**src/usb_dma_regs.svh**
```systemverilog
// Register offsets, field positions, reset values and policy defaults
// Operation
// - Bits fifteen to nine reserved; write zeros
// - Status bit eight flags missed previous frame
// - Error disabled: missed packet acts zero-byte (code does this for OUT only; IN ignores it)
// - Error enabled: halt on rising missing flag
// - Short and join controls sampled at start/reload
// - IN, short off: no zero packet added
// - IN, short on: zero packet via count clear
// - OUT, short off: full last packet ends
// - OUT, short on: await zero packet, discard else
// - IN, join off: partial packet sent short
// - IN, join on: partial packet held for next
// - OUT, join off: excess bytes set overflow
// - OUT, join on: record position, continue later
// - Start bit launches; cleared at transfer end
// - Reload swaps addresses, starts new transfer
// - Overflow flag set by hardware, write-one-clear
`ifndef USB_DMA_REGS_SVH
`define USB_DMA_REGS_SVH

// ----------------------------------------------------------------
// Register map
// ----------------------------------------------------------------
`define DMA_CTL_OFFSET   4'h0
`define DMA_CTL_RESET    16'h0000

// ----------------------------------------------------------------
// Field positions
// ----------------------------------------------------------------
`define DMA_GO_BIT       0
`define DMA_STP_BIT      1
`define DMA_RLD_BIT      2
`define DMA_OVF_BIT      3
`define DMA_END_BIT      4
`define DMA_CAT_BIT      5
`define DMA_SHT_BIT      6
`define DMA_EM_BIT       7
`define DMA_PM_BIT       8

// ----------------------------------------------------------------
// Policy defaults
// ----------------------------------------------------------------
`define DMA_MAX_PKT_DEF  64

`endif

```
**src/usb_dma_pkg.sv**
```systemverilog
// Types shared by the endpoint DMA packet policy
package usb_dma_pkg;

   typedef enum logic [4:0] {
      ST_IDLE     = 5'b0_0001,
      ST_LOAD     = 5'b0_0010,
      ST_ACTIVE   = 5'b0_0100,
      ST_WAIT_ZLP = 5'b0_1000,
      ST_SEND_ZLP = 5'b1_0000
   } dma_state_e;

   typedef logic [15:0] count_t;
   typedef logic [7:0]  pkt_len_t;

endpackage

```
**src/usb_dma_chunk.sv**
```systemverilog
// Bytes the DMA may move into the IN packet under fill
`timescale 1ns/1ps
`include "usb_dma_regs.svh"
module usb_dma_chunk
   import usb_dma_pkg::*;
#(
   parameter int MAX_PKT = `DMA_MAX_PKT_DEF
) (
   input  wire count_t   rem_i,
   input  wire pkt_len_t fill_i,
   output pkt_len_t chunk_o
);

   wire pkt_len_t room = pkt_len_t'(MAX_PKT) - fill_i;
   wire           fits = rem_i < {8'h00, room};

   assign chunk_o = fits ? rem_i[7:0] : room;

endmodule // usb_dma_chunk

```
**src/usb_dma_packet_policy.sv**
```systemverilog
// Endpoint DMA channel control register and packet policy engine
`timescale 1ns/1ps
`include "usb_dma_regs.svh"
module usb_dma_packet_policy
   import usb_dma_pkg::*;
#(
   parameter bit IS_IN   = 1'b0,
   parameter int MAX_PKT = `DMA_MAX_PKT_DEF
) (
   input  wire logic     CLK_I,
   input  wire logic     RST_I,
   input  wire logic     REG_WR_I,
   input  wire logic [15:0] REG_WDATA_I,
   output logic [15:0]   REG_RDATA_O,
   input  wire count_t   XFER_SIZE_I,
   input  wire logic     FRAME_I,
   input  wire logic     ISO_I,
   input  wire logic     PKT_SEEN_I,
   input  wire logic     OUT_PKT_VALID_I,
   input  wire pkt_len_t OUT_PKT_BYTES_I,
   input  wire logic     IN_BUF_FREE_I,
   output logic          IN_PKT_RELEASE_O,
   output pkt_len_t      IN_PKT_BYTES_O,
   output logic          CLR_BYTE_COUNT_O,
   output logic          OUT_DISCARD_O,
   output logic          SPLIT_VALID_O,
   output count_t        SPLIT_OFFSET_O,
   output logic          SWAP_O,
   output logic          BIG_ENDIAN_O,
   output logic          ACTIVE_O
);

   initial begin
      if (MAX_PKT < 1 || MAX_PKT > 255)
         $error("MAX_PKT must lie in 1..255");
   end

   // ----------------------------------------------------------------
   // State
   // ----------------------------------------------------------------
   dma_state_e state_r, state_nxt;
   logic     stp_r, rld_r, ovf_r, end_r, cat_r, sht_r, em_r, pm_r;
   logic     sht_cap_r, cat_cap_r, end_cap_r;
   logic     seen_r, last_full_r, carry_pend_r;
   pkt_len_t carry_r, fill_r;
   count_t   rem_r;
   logic     release_r, clr_cnt_r, discard_r, split_r, swap_r;
   pkt_len_t rel_bytes_r;
   count_t   split_off_r;

   function automatic logic is_full(input pkt_len_t n);
      is_full = n == pkt_len_t'(MAX_PKT);
   endfunction

   // ----------------------------------------------------------------
   // Decode
   // ----------------------------------------------------------------
   wire idle      = state_r == ST_IDLE;
   wire active    = state_r == ST_ACTIVE;
   wire wait_zlp  = state_r == ST_WAIT_ZLP;
   wire go_wr     = REG_WR_I && REG_WDATA_I[`DMA_GO_BIT]
                    && !REG_WDATA_I[`DMA_STP_BIT];
   wire start     = idle && go_wr;
   wire missed    = FRAME_I && ISO_I && !seen_r && !PKT_SEEN_I;
   wire pm_rise   = missed && !pm_r;
   wire halt      = em_r && pm_rise && !idle;
   wire miss_zero = missed && !em_r && !IS_IN;
   wire out_ev    = !IS_IN
                    && (OUT_PKT_VALID_I || miss_zero || carry_pend_r);
   wire pkt_len_t cnt = carry_pend_r ? carry_r
                      : (OUT_PKT_VALID_I ? OUT_PKT_BYTES_I : 8'h00);
   wire      over      = {8'h00, cnt} > rem_r;
   wire count_t rem_out = rem_r - {8'h00, cnt};
   wire      short_pkt = cnt < pkt_len_t'(MAX_PKT);

   pkt_len_t chunk;
   usb_dma_chunk #(.MAX_PKT(MAX_PKT)) u_chunk (
      .rem_i   (rem_r),
      .fill_i  (fill_r),
      .chunk_o (chunk)
   );
   wire pkt_len_t fill_new = pkt_len_t'(fill_r + chunk);
   wire count_t   rem_in   = rem_r - {8'h00, chunk};
   wire           in_step  = IS_IN && active && IN_BUF_FREE_I
                             && rem_r != 16'h0000;

   // ----------------------------------------------------------------
   // Transfer sequencing
   // ----------------------------------------------------------------
   logic finish, set_ovf, do_release, do_split, do_discard, do_clr;
   pkt_len_t rel_bytes;
   always_comb begin
      state_nxt  = state_r;
      finish     = 1'b0;
      set_ovf    = 1'b0;
      do_release = 1'b0;
      do_split   = 1'b0;
      do_discard = 1'b0;
      do_clr     = 1'b0;
      rel_bytes  = 8'h00;
      case (state_r)
         ST_IDLE: begin
            if (start)
               state_nxt = ST_LOAD;
         end
         ST_LOAD: begin
            state_nxt = ST_ACTIVE;
         end
         ST_ACTIVE: begin
            if (IS_IN) begin
               if (rem_r == 16'h0000) begin
                  if (last_full_r && sht_cap_r)
                     state_nxt = ST_SEND_ZLP;
                  else
                     finish = 1'b1;
               end else if (in_step) begin
                  if (is_full(fill_new)) begin
                     do_release = 1'b1;
                     rel_bytes  = fill_new;
                  end else if (rem_in == 16'h0000 && !cat_cap_r) begin
                     do_release = 1'b1;
                     rel_bytes  = fill_new;
                  end
               end
            end else if (out_ev) begin
               if (over && cat_cap_r) begin
                  do_split = 1'b1;
                  finish   = 1'b1;
               end else if (over) begin
                  set_ovf = 1'b1;
                  finish  = 1'b1;
               end else if (short_pkt) begin
                  finish = 1'b1;
               end else if (rem_out == 16'h0000) begin
                  if (sht_cap_r)
                     state_nxt = ST_WAIT_ZLP;
                  else
                     finish = 1'b1;
               end
            end
         end
         ST_WAIT_ZLP: begin
            if (out_ev) begin
               do_discard = cnt != 8'h00;
               finish     = 1'b1;
            end
         end
         ST_SEND_ZLP: begin
            if (IN_BUF_FREE_I) begin
               do_clr = 1'b1;
               finish = 1'b1;
            end
         end
         default: begin
            state_nxt = ST_IDLE;
         end
      endcase
      if (finish)
         state_nxt = (rld_r && !stp_r) ? ST_LOAD : ST_IDLE;
      if (halt)
         state_nxt = ST_IDLE;
   end

   wire swap = finish && rld_r && !stp_r && !halt;
   wire load = state_r == ST_LOAD;

   // ----------------------------------------------------------------
   // Control register
   // ----------------------------------------------------------------
   always_ff @(posedge CLK_I or posedge RST_I) begin
      if (RST_I) begin
         {em_r, sht_r, cat_r, end_r} <= 4'h0;
         {rld_r, stp_r} <= 2'b00;
      end else begin
         if (REG_WR_I) begin
            em_r  <= REG_WDATA_I[`DMA_EM_BIT];
            sht_r <= REG_WDATA_I[`DMA_SHT_BIT];
            cat_r <= REG_WDATA_I[`DMA_CAT_BIT];
            end_r <= REG_WDATA_I[`DMA_END_BIT];
            rld_r <= REG_WDATA_I[`DMA_RLD_BIT];
         end
         if (finish && stp_r)
            stp_r <= 1'b0;
         else if (REG_WR_I)
            stp_r <= REG_WDATA_I[`DMA_STP_BIT];
      end
   end

   always_ff @(posedge CLK_I or posedge RST_I) begin
      if (RST_I)
         ovf_r <= 1'b0;
      else if (set_ovf)
         ovf_r <= 1'b1;
      else if (REG_WR_I && REG_WDATA_I[`DMA_OVF_BIT])
         ovf_r <= 1'b0;
   end

   always_ff @(posedge CLK_I or posedge RST_I) begin
      if (RST_I) begin
         seen_r <= 1'b0;
         pm_r   <= 1'b0;
      end else if (FRAME_I) begin
         seen_r <= 1'b0;
         pm_r   <= missed;
      end else if (PKT_SEEN_I) begin
         seen_r <= 1'b1;
      end
   end

   // ----------------------------------------------------------------
   // Transfer state
   // ----------------------------------------------------------------
   always_ff @(posedge CLK_I or posedge RST_I) begin
      if (RST_I) begin
         state_r <= ST_IDLE;
         {sht_cap_r, cat_cap_r, end_cap_r} <= 3'b000;
         rem_r <= 16'h0000;
         fill_r <= 8'h00;
         last_full_r <= 1'b0;
      end else begin
         state_r <= state_nxt;
         if (load) begin
            sht_cap_r <= sht_r;
            cat_cap_r <= cat_r;
            end_cap_r <= end_r;
            rem_r <= XFER_SIZE_I;
            last_full_r <= 1'b0;
         end else if (in_step) begin
            rem_r <= rem_in;
            last_full_r <= is_full(fill_new);
            fill_r <= (do_release || is_full(fill_new)) ? 8'h00
                      : fill_new;
         end else if (active && out_ev && !over) begin
            rem_r <= rem_out;
         end
      end
   end

   always_ff @(posedge CLK_I or posedge RST_I) begin
      if (RST_I) begin
         carry_pend_r <= 1'b0;
         carry_r <= 8'h00;
      end else if (do_split) begin
         carry_pend_r <= 1'b1;
         carry_r <= cnt - rem_r[7:0];
      end else if (active && carry_pend_r) begin
         carry_pend_r <= 1'b0;
      end
   end

   // ----------------------------------------------------------------
   // Output strobes and data
   // ----------------------------------------------------------------
   always_ff @(posedge CLK_I or posedge RST_I) begin
      if (RST_I) begin
         {release_r, clr_cnt_r, discard_r, split_r, swap_r} <= 5'h00;
         rel_bytes_r <= 8'h00;
         split_off_r <= 16'h0000;
      end else begin
         release_r <= do_release;
         clr_cnt_r <= do_clr;
         discard_r <= do_discard;
         split_r   <= do_split;
         swap_r    <= swap;
         if (do_release)
            rel_bytes_r <= rel_bytes;
         if (do_split)
            split_off_r <= rem_r;
      end
   end

   assign IN_PKT_RELEASE_O = release_r;
   assign IN_PKT_BYTES_O   = rel_bytes_r;
   assign CLR_BYTE_COUNT_O = clr_cnt_r;
   assign OUT_DISCARD_O    = discard_r;
   assign SPLIT_VALID_O    = split_r;
   assign SPLIT_OFFSET_O   = split_off_r;
   assign SWAP_O           = swap_r;
   assign BIG_ENDIAN_O     = end_cap_r;
   assign ACTIVE_O         = !idle;

   // Reserved field reads zero
   assign REG_RDATA_O = {7'h00, pm_r, em_r, sht_r, cat_r, end_r,
                         ovf_r, rld_r, stp_r, !idle};

endmodule // usb_dma_packet_policy

```
**config.mk**
```make
export PLATFORM = sky130hd
export DESIGN_NAME = usb_dma_packet_policy
export DESIGN_NICKNAME = d
export VERILOG_FILES = /design/src/usb_dma_pkg.sv /design/src/usb_dma_chunk.sv /design/src/usb_dma_packet_policy.sv
export VERILOG_INCLUDE_DIRS = /design/src
export SDC_FILE = /design/constraint.sdc
export NUM_CORES = 1
export LEC_CHECK = 0
export BUFFER_PORTS_ARGS = -buffer_cell sky130_fd_sc_hd__buf_2
export CAP_MARGIN = 20
export CORE_MARGIN = 3
export CORE_UTILIZATION = 54
export DETAILED_ROUTE_END_ITERATION = 10
export PLACE_DENSITY = 0.8
export SYNTH_ARGS = -nofsm -noshare
export SYNTH_HDL_FRONTEND = slang
export SYNTH_HIERARCHICAL = 1
export SYNTH_SLANG_ARGS = --single-unit
```
**constraint.sdc**
```tcl
create_clock -name CLK_I -period 5 [get_ports CLK_I]
set_input_delay 1 -clock CLK_I [delete_from_list [all_inputs] [get_ports CLK_I]]
set_output_delay 1 -clock CLK_I [all_outputs]
set_load 0.02 [all_outputs]
```
==> flow_summary.ini, run 1 <==
[sta]
timing.clock.skew_ns = 0.0131
rsz0062_at_grt = false
tns_ns = 0
setup-violations-final = 0
post-route-worst-setup-slack_ns = 0.803
final-hold-violation-count = 0
max_slew.worst_pin.slew_ns = 0.763
max_freq_mhz = 238
post-route-period-util_pct = 83.9
report.final.slew_viol_count = 0
shortest_clock_period_the_worst_path_allows_after_layout_ns = 4.20
max-slew-margin-rel_pct = 49.1

[synthesis]
synth_top_cells_by_count = 74 x nand2_1, 59 x dfrtp_1, 39 x o21ai_0
synth.cell_area_mm2 = 0.00397
synth_largest_type_area_fraction_pct = 37.2
ys_warns = 6
syn_avg_cell_area_um2 = 8.72
synthSimpleGateAreaFrac_pct = 22.9
synth_seq_cells = 60
synth-adder-area-share_pct = 4.16
post_synth_inst_count = 455
synth_xor_area_share_pct = 4.85
synth_enable_flop_cells = 0
post-synth-top-area-cell = dfrtp_1
synthMostInstantiatedCell = nand2_1
main_combinational_cell_family_by_area_after_synthesis = simple AND/OR/NAND/NOR gates
post_synthesis_compound_gate_area_fraction_pct = 17.5
synth_area_leaders = dfrtp_1 37%, nand2_1 7.0%, o21ai_0 4.9%
ys_async_sr_fraction_pct = 100
synth.area.mux_share_pct = 3.50
synthFlopType = dfrtp_1
synth.yosys.seq_area_share_pct = 37.9
yosysUniqueCellTypes = 72

[cts]
cts_hold_repair.buffers = 0
tritoncts = done
postCtsSetupBuffers = 0
cts_max_path_buffers = 2
depth_of_the_cts_h_tree = 3
tritoncts_num_sinks = 60
clk-insertion-delay-late_ns = 0.35
cts.reportedPaths.clkPinSlew_ns = 0.08
cts_repair_resize_count = 0
clk_root_buf = clkbuf_8
tritoncts.num_buffers = 9

[power_and_ir_drop]
leakagePower_nw = 2.09
power_density_mw_per_mm2 = 567
vdd_ir_drop_max_mv = 0.270
report.power.total_mw = 2.52

[setup_path]
worstPathArrival_ns = 4.44
critical_path_launch_point_type = primary input
timing.critical_path.fanout_max = 6
cpMaxStageDelayCell = nor4b_1
critical_path_required_ns = 5.24
timing.critical_path.to_type = flop
cp_cell_sequence = buf_2, nor2b_4, a22oi_1, inv_1, ha_1, inv_1, fa_1, nand3_1, nor3_1, nor4b_1, nand3_1, a311oi_1, o2111ai_1, nor4_4, nor2_2, a32o_1
critical-path-max-stage-delay_ns = 0.50
cp.buffers_inverters = 3
critical_path.top_delay_family = simple AND/OR/NAND/NOR gates
critPathKind = primary input to flop

[global_routing]
grt_first_pass_wirelength_um = 16000
grt_use_total_pct = 23.5
grt_start_max_net_pins = 61
grt-ovfl-total = 0
antenna_found_initial = 0
number_of_global_route_vias_before_repair = 3248

[drt]
first_pass_iters = 5
detailedRoute.firstIterationViolations = 287
met3_wirelength_um = 666
avgRoutedWirePerCell_um = 15.7
top_signal_layer_used = met4
remaining_drc_errors = 0
routed_wl_um = 9570
route.layer.met1.wl_um = 4290
vias = 3394
drt-vias-per-instance = 5.56
route.met2.wl_um = 4480
drtAntennaViolNets = 0

[placement]
port_buffers = 68
place_hpwl_um = 7040
gp_congestion = 0.853
dp_slack_ns = 0.458

[flow_run]
drv.max_cap_violation_count = 0

[hold_path]
worst_hold_path_type = flop to flop

[floorplanning]
floorplan.io_pins = 95
num_rows = 30
core_outline_area_mm2 = 0.00694
floorplan.initialDensity_pct = 57.2
die_w_um = 91.7
floorplan.die_area_mm2 = 0.00841
dieHeight_um = 91.7

[outcome]
outcome = finished, final reports clean

[layout]
final_layout_size_suffix_gt1_share_pct = 23.3
final_core_utilization_pct = 63.9
antenna-diode-count = 0
area_delta_synth_final_pct = 11.9
nets = 569
==> worst paths after layout <==
path / from / endpoint / slack [ns] / cells after the start
max: OUT_PKT_VALID_I / state_r[2] / 0.80 / 16
min: SPLIT_OFFSET_O[5] / SPLIT_OFFSET_O[5] / 0.48 / 2
max reg2reg: carry_pend_r / state_r[2] / 0.86 / 13
min reg2reg: SPLIT_OFFSET_O[5] / SPLIT_OFFSET_O[5] / 0.48 / 2
max in group asynchronous: RST_I / rem_r[14] / 3.64 / 3
min in group asynchronous: RST_I / SPLIT_OFFSET_O[9] / 0.86 / 3
==> through the flow <==
step,area [µm²],cells,hold slack [ns]
2_1_floorplan,4030,471,0.446
3_3_place_gp,4260,594,0.455
3_5_place_dp,4260,594,0.464
4_1_cts,4440,610,0.483
5_1_grt,4440,610,0.503
6_report,4440,610,0.477
==> sequential cells by signal, summed over array words and instances, names as in the netlist <==
register and flops:
sht_r 1, cat_cap_r 1, carry_pend_r 1, pm_r 1, stp_r 1, SPLIT_OFFSET_O 16
ovf_r 1, OUT_DISCARD_O 1, sht_cap_r 1, carry_r 8, BIG_ENDIAN_O 1, SPLIT_VALID_O 1
SWAP_O 1, em_r 1, seen_r 1, rem_r 16, end_r 1, rld_r 1
cat_r 1, state_r 4
==> worst register-to-register path, cell delays in order (launching register included) <==
cell and delay [ns]:
dfrtp_1 0.77, nor2b_4 0.15, a22oi_1 0.39, inv_1 0.14
ha_1 0.45, nand2_1 0.19, nor3_1 0.07, nor4b_1 0.50
nand3_1 0.15, a311oi_1 0.26, o2111ai_1 0.25, nor4_4 0.36
nor2_2 0.10, a32o_1 0.26
==> power by group <==
group / leakage [nW] / internal, mW / switching [mW]
combinational: 1.22 / 0.540 / 0.793
sequential: 0.784 / 0.593 / 0.172
clock: 0.0844 / 0.187 / 0.232
total: 2.09 / 1.32 / 1.20
==> layout by cell type, fill, tap and decap left out, types with 3 or more instances in the layout <==
master / instances
a21boi_0: 4
a21oi_1: 18
a22oi_1: 3
a31oi_1: 5
and2_1: 10
buf_2: 68
buf_4: 6
clkbuf_8: 9
clkinvlp_4: 3
conb_1: 17
dfrtp_1: 59
ha_1: 10
inv_1: 20
mux2_2: 7
mux2i_1: 6
nand2_1: 74
nand2b_1: 7
nand3_1: 9
nand3b_1: 4
nor2_1: 24
nor3_1: 14
nor4_1: 7
o21ai_0: 39
o21bai_1: 4
or3_1: 3
xnor2_1: 15
xor2_1: 7
==> layer usage <==
metal	GRT usage [%]	up-vias
met2	37.7	130
met4	6.44	0
li1	-	1645
met5	0	-
met1	32.3	1603
met3	4.92	16
==> logic make-up after synthesis <==
| logic type | count (synthesis) |
|---|---|
| flops | 60 |
| compound gates | 102 |
| buf+inv | 68 |
| other cells | 1 |
| xor+xnor | 22 |
| mux | 13 |
| simple gates | 177 |
| fa+ha+maj | 12 |
==> layout make-up <==
cell class              instances  area (µm²)
inverters                      21        78.8
repair buffers                 74         385
fillers                       606        2500
well taps                      96         120
multi-input cells             343        2170
flip-flops and latches         60        1500
clock buffers                   9         124
clock inverters                 7        60.1
Power figures use the tool's default switching activity.
==> run 2, diff against run 1 <==
ABC_AREA = 1   (was unset)
PLACE_DENSITY = 0.81   (was 0.8)
clock period = 3.9 ns   (was 5 ns; I/O delays follow)
==> run 2 against run 1 <==
Flip-flop and latch count did not move. Power rose by 15%. Global-route usage fell by 0.43 points. Cell area fell by 0.93%.
==> flow_summary.ini, run 2 <==
[outcome]
outcome = finished, final reports clean

[sta]
tns_ns = 0
rsz0062_at_grt = false
max_slew.worst_pin.slew_ns = 0.892
final-hold-violation-count = 0
timing.clock.skew_ns = 0.00947
max-slew-margin-rel_pct = 40.0
post-route-period-util_pct = 90.2
setup-violations-final = 0
max_freq_mhz = 284
shortest_clock_period_the_worst_path_allows_after_layout_ns = 3.52
post-route-worst-setup-slack_ns = 0.382
report.final.slew_viol_count = 0

[synthesis]
synthMostInstantiatedCell = nand2_1
ys_warns = 6
post_synth_inst_count = 525
ys_async_sr_fraction_pct = 100
yosysUniqueCellTypes = 40
synth_seq_cells = 60
synth_top_cells_by_count = 130 x nand2_1, 80 x inv_1, 59 x dfrtp_1
syn_avg_cell_area_um2 = 7.37
synthFlopType = dfrtp_1
synth_largest_type_area_fraction_pct = 38.2
synth_enable_flop_cells = 0
synth.yosys.seq_area_share_pct = 38.8
post-synth-top-area-cell = dfrtp_1
synth_area_leaders = dfrtp_1 38%, nand2_1 13%, inv_1 7.8%
synth.cell_area_mm2 = 0.00387

[setup_path]
critical-path-max-stage-delay_ns = 0.40
critical_path_launch_point_type = primary input
timing.critical_path.to_type = flop
critPathKind = primary input to flop
cpMostUsedCell = nand2_1
timing.critical_path.fanout_max = 4
worstPathArrival_ns = 3.79
critical_path_required_ns = 4.18
cpMaxStageDelayCell = fa_1

[drt]
routed_wl_um = 9170
route.met2.wl_um = 4440
detailedRoute.firstIterationViolations = 229
first_pass_iters = 5
met3_wirelength_um = 671
top_signal_layer_used = met4
avgRoutedWirePerCell_um = 13.3
drt-vias-per-instance = 5.20
route.layer.met1.wl_um = 3910
vias = 3584
drtAntennaViolNets = 0
remaining_drc_errors = 0

[cts]
cts_repair_resize_count = 0
depth_of_the_cts_h_tree = 3
tritoncts_num_sinks = 60
clk_root_buf = clkbuf_8
tritoncts = done
postCtsSetupBuffers = 0
cts_hold_repair.buffers = 0
cts.reportedPaths.clkPinSlew_ns = 0.07
clk-insertion-delay-late_ns = 0.35
cts_max_path_buffers = 2
tritoncts.num_buffers = 9

[global_routing]
grt_start_max_net_pins = 42
grt_use_total_pct = 23.1
antenna_found_initial = 0
grt_first_pass_wirelength_um = 15400
grt-ovfl-total = 0
number_of_global_route_vias_before_repair = 3354

[placement]
dp_slack_ns = 0.0114
place_hpwl_um = 6900
port_buffers = 68
gp_congestion = 1.01
placedCellCount = 673
postPlaceCellArea_mm2 = 0.00419

[layout]
fin_cells = 689
antenna-diode-count = 0
most-common-layout-cells = 130 x nand2_1, 79 x inv_1, 68 x buf_2
area_delta_synth_final_pct = 13.7
layout_commonest_cell = nand2_1
nets = 648
post-route-cell-area_mm2 = 0.00440
nFillCells = 641
final_layout_size_suffix_gt1_share_pct = 20.1

[floorplanning]
floorplan.die_area_mm2 = 0.00822
floorplan.io_pins = 95
dieHeight_um = 90.6
num_rows = 30
die_w_um = 90.6
core_outline_area_mm2 = 0.00687
floorplan.initialDensity_pct = 56.3

[hold_path]
worst_hold_path_type = flop to flop

[power_and_ir_drop]
power_density_mw_per_mm2 = 658
vdd_ir_drop_max_mv = 0.314
leakagePower_nw = 2.53

[flow_run]
drv.max_cap_violation_count = 0
## run 2: cell types whose count changed in the layout (fill, tap and decap cells not counted), moves of 9 or more
| cell | change |
|---|---|
| inv_1 | +59 |
| nand2_1 | +56 |
| nand3_1 | +25 |
| nor2_1 | +20 |
| xnor2_1 | -13 |
| and2_1 | -10 |
| a21oi_1 | -9 |
## run 2: area by class of cell
type | instances | area (µm²) | area share (%)
Timing Repair Buffer | 74 | 385 | 8.76
Clock inverter | 4 | 48.8 | 1.11
Clock buffer | 12 | 155 | 3.53
Multi-Input combinational cell | 359 | 1860 | 42.3
Inverter | 84 | 323 | 7.34
Sequential cell | 60 | 1500 | 34.2
Tap cell | 96 | 120 | 2.73
## run 2: power breakdown
group	total [mW]	internal, mW	switching [mW]
sequential	0.863	0.748	0.114
clock	0.583	0.329	0.254
combinational	1.45	0.493	0.954
total	2.89	1.57	1.32
## run 2: metrics by stage
| stage | hold slack [ns] | total power, mW | util, % |
|---|---|---|---|
| after floorplan | 0.445 | 1.99 | - |
| after global placement | 0.443 | 2.23 | 61.0 |
| after detailed placement | 0.447 | 2.28 | 61.0 |
| after CTS | 0.466 | 2.88 | 63.9 |
| after global routing | 0.492 | 3.14 | 64.0 |
| final | 0.463 | 2.89 | 64.0 |
## run 2: per-layer routing
metal	vias to the layer above	GRT usage, %
met5	-	0
met4	0	8.16
met3	16	4.92
met2	149	38.6
met1	1658	29.5
li1	1761	-
## run 2: cells by family after synthesis
family	Yosys count	synth area share, %
adder cells (fa/ha/maj)	12	4.27
XOR/XNOR	10	2.46
buffers and inverters	122	14.9
flip-flops	60	38.8
multiplexers	4	1.03
AO/OA/AOI/OAI	67	10.2
AND/OR/NAND/NOR	249	28.2
other	1	0.0969
## run 2: critical path: cells and delay by family
family / cells / cell delay [ns]
AO/OA/AOI/OAI: 1 / 0.16
AND/OR/NAND/NOR: 16 / 1.65
buffers and inverters: 5 / 0.44
XOR/XNOR: 1 / 0.20
adder cells (fa/ha/maj): 2 / 0.58
## run 2: final timing paths
path | from | end | slack, ns | depth (start not counted)
max | OUT_PKT_VALID_I | state_r[0] | 0.38 | 25
min | SPLIT_OFFSET_O[8] | SPLIT_OFFSET_O[8] | 0.46 | 2
max reg2reg | carry_pend_r | state_r[0] | 0.43 | 23
min reg2reg | SPLIT_OFFSET_O[8] | SPLIT_OFFSET_O[8] | 0.46 | 2
max in group asynchronous | RST_I | carry_r[5] | 2.54 | 3
min in group asynchronous | RST_I | seen_r | 0.59 | 2
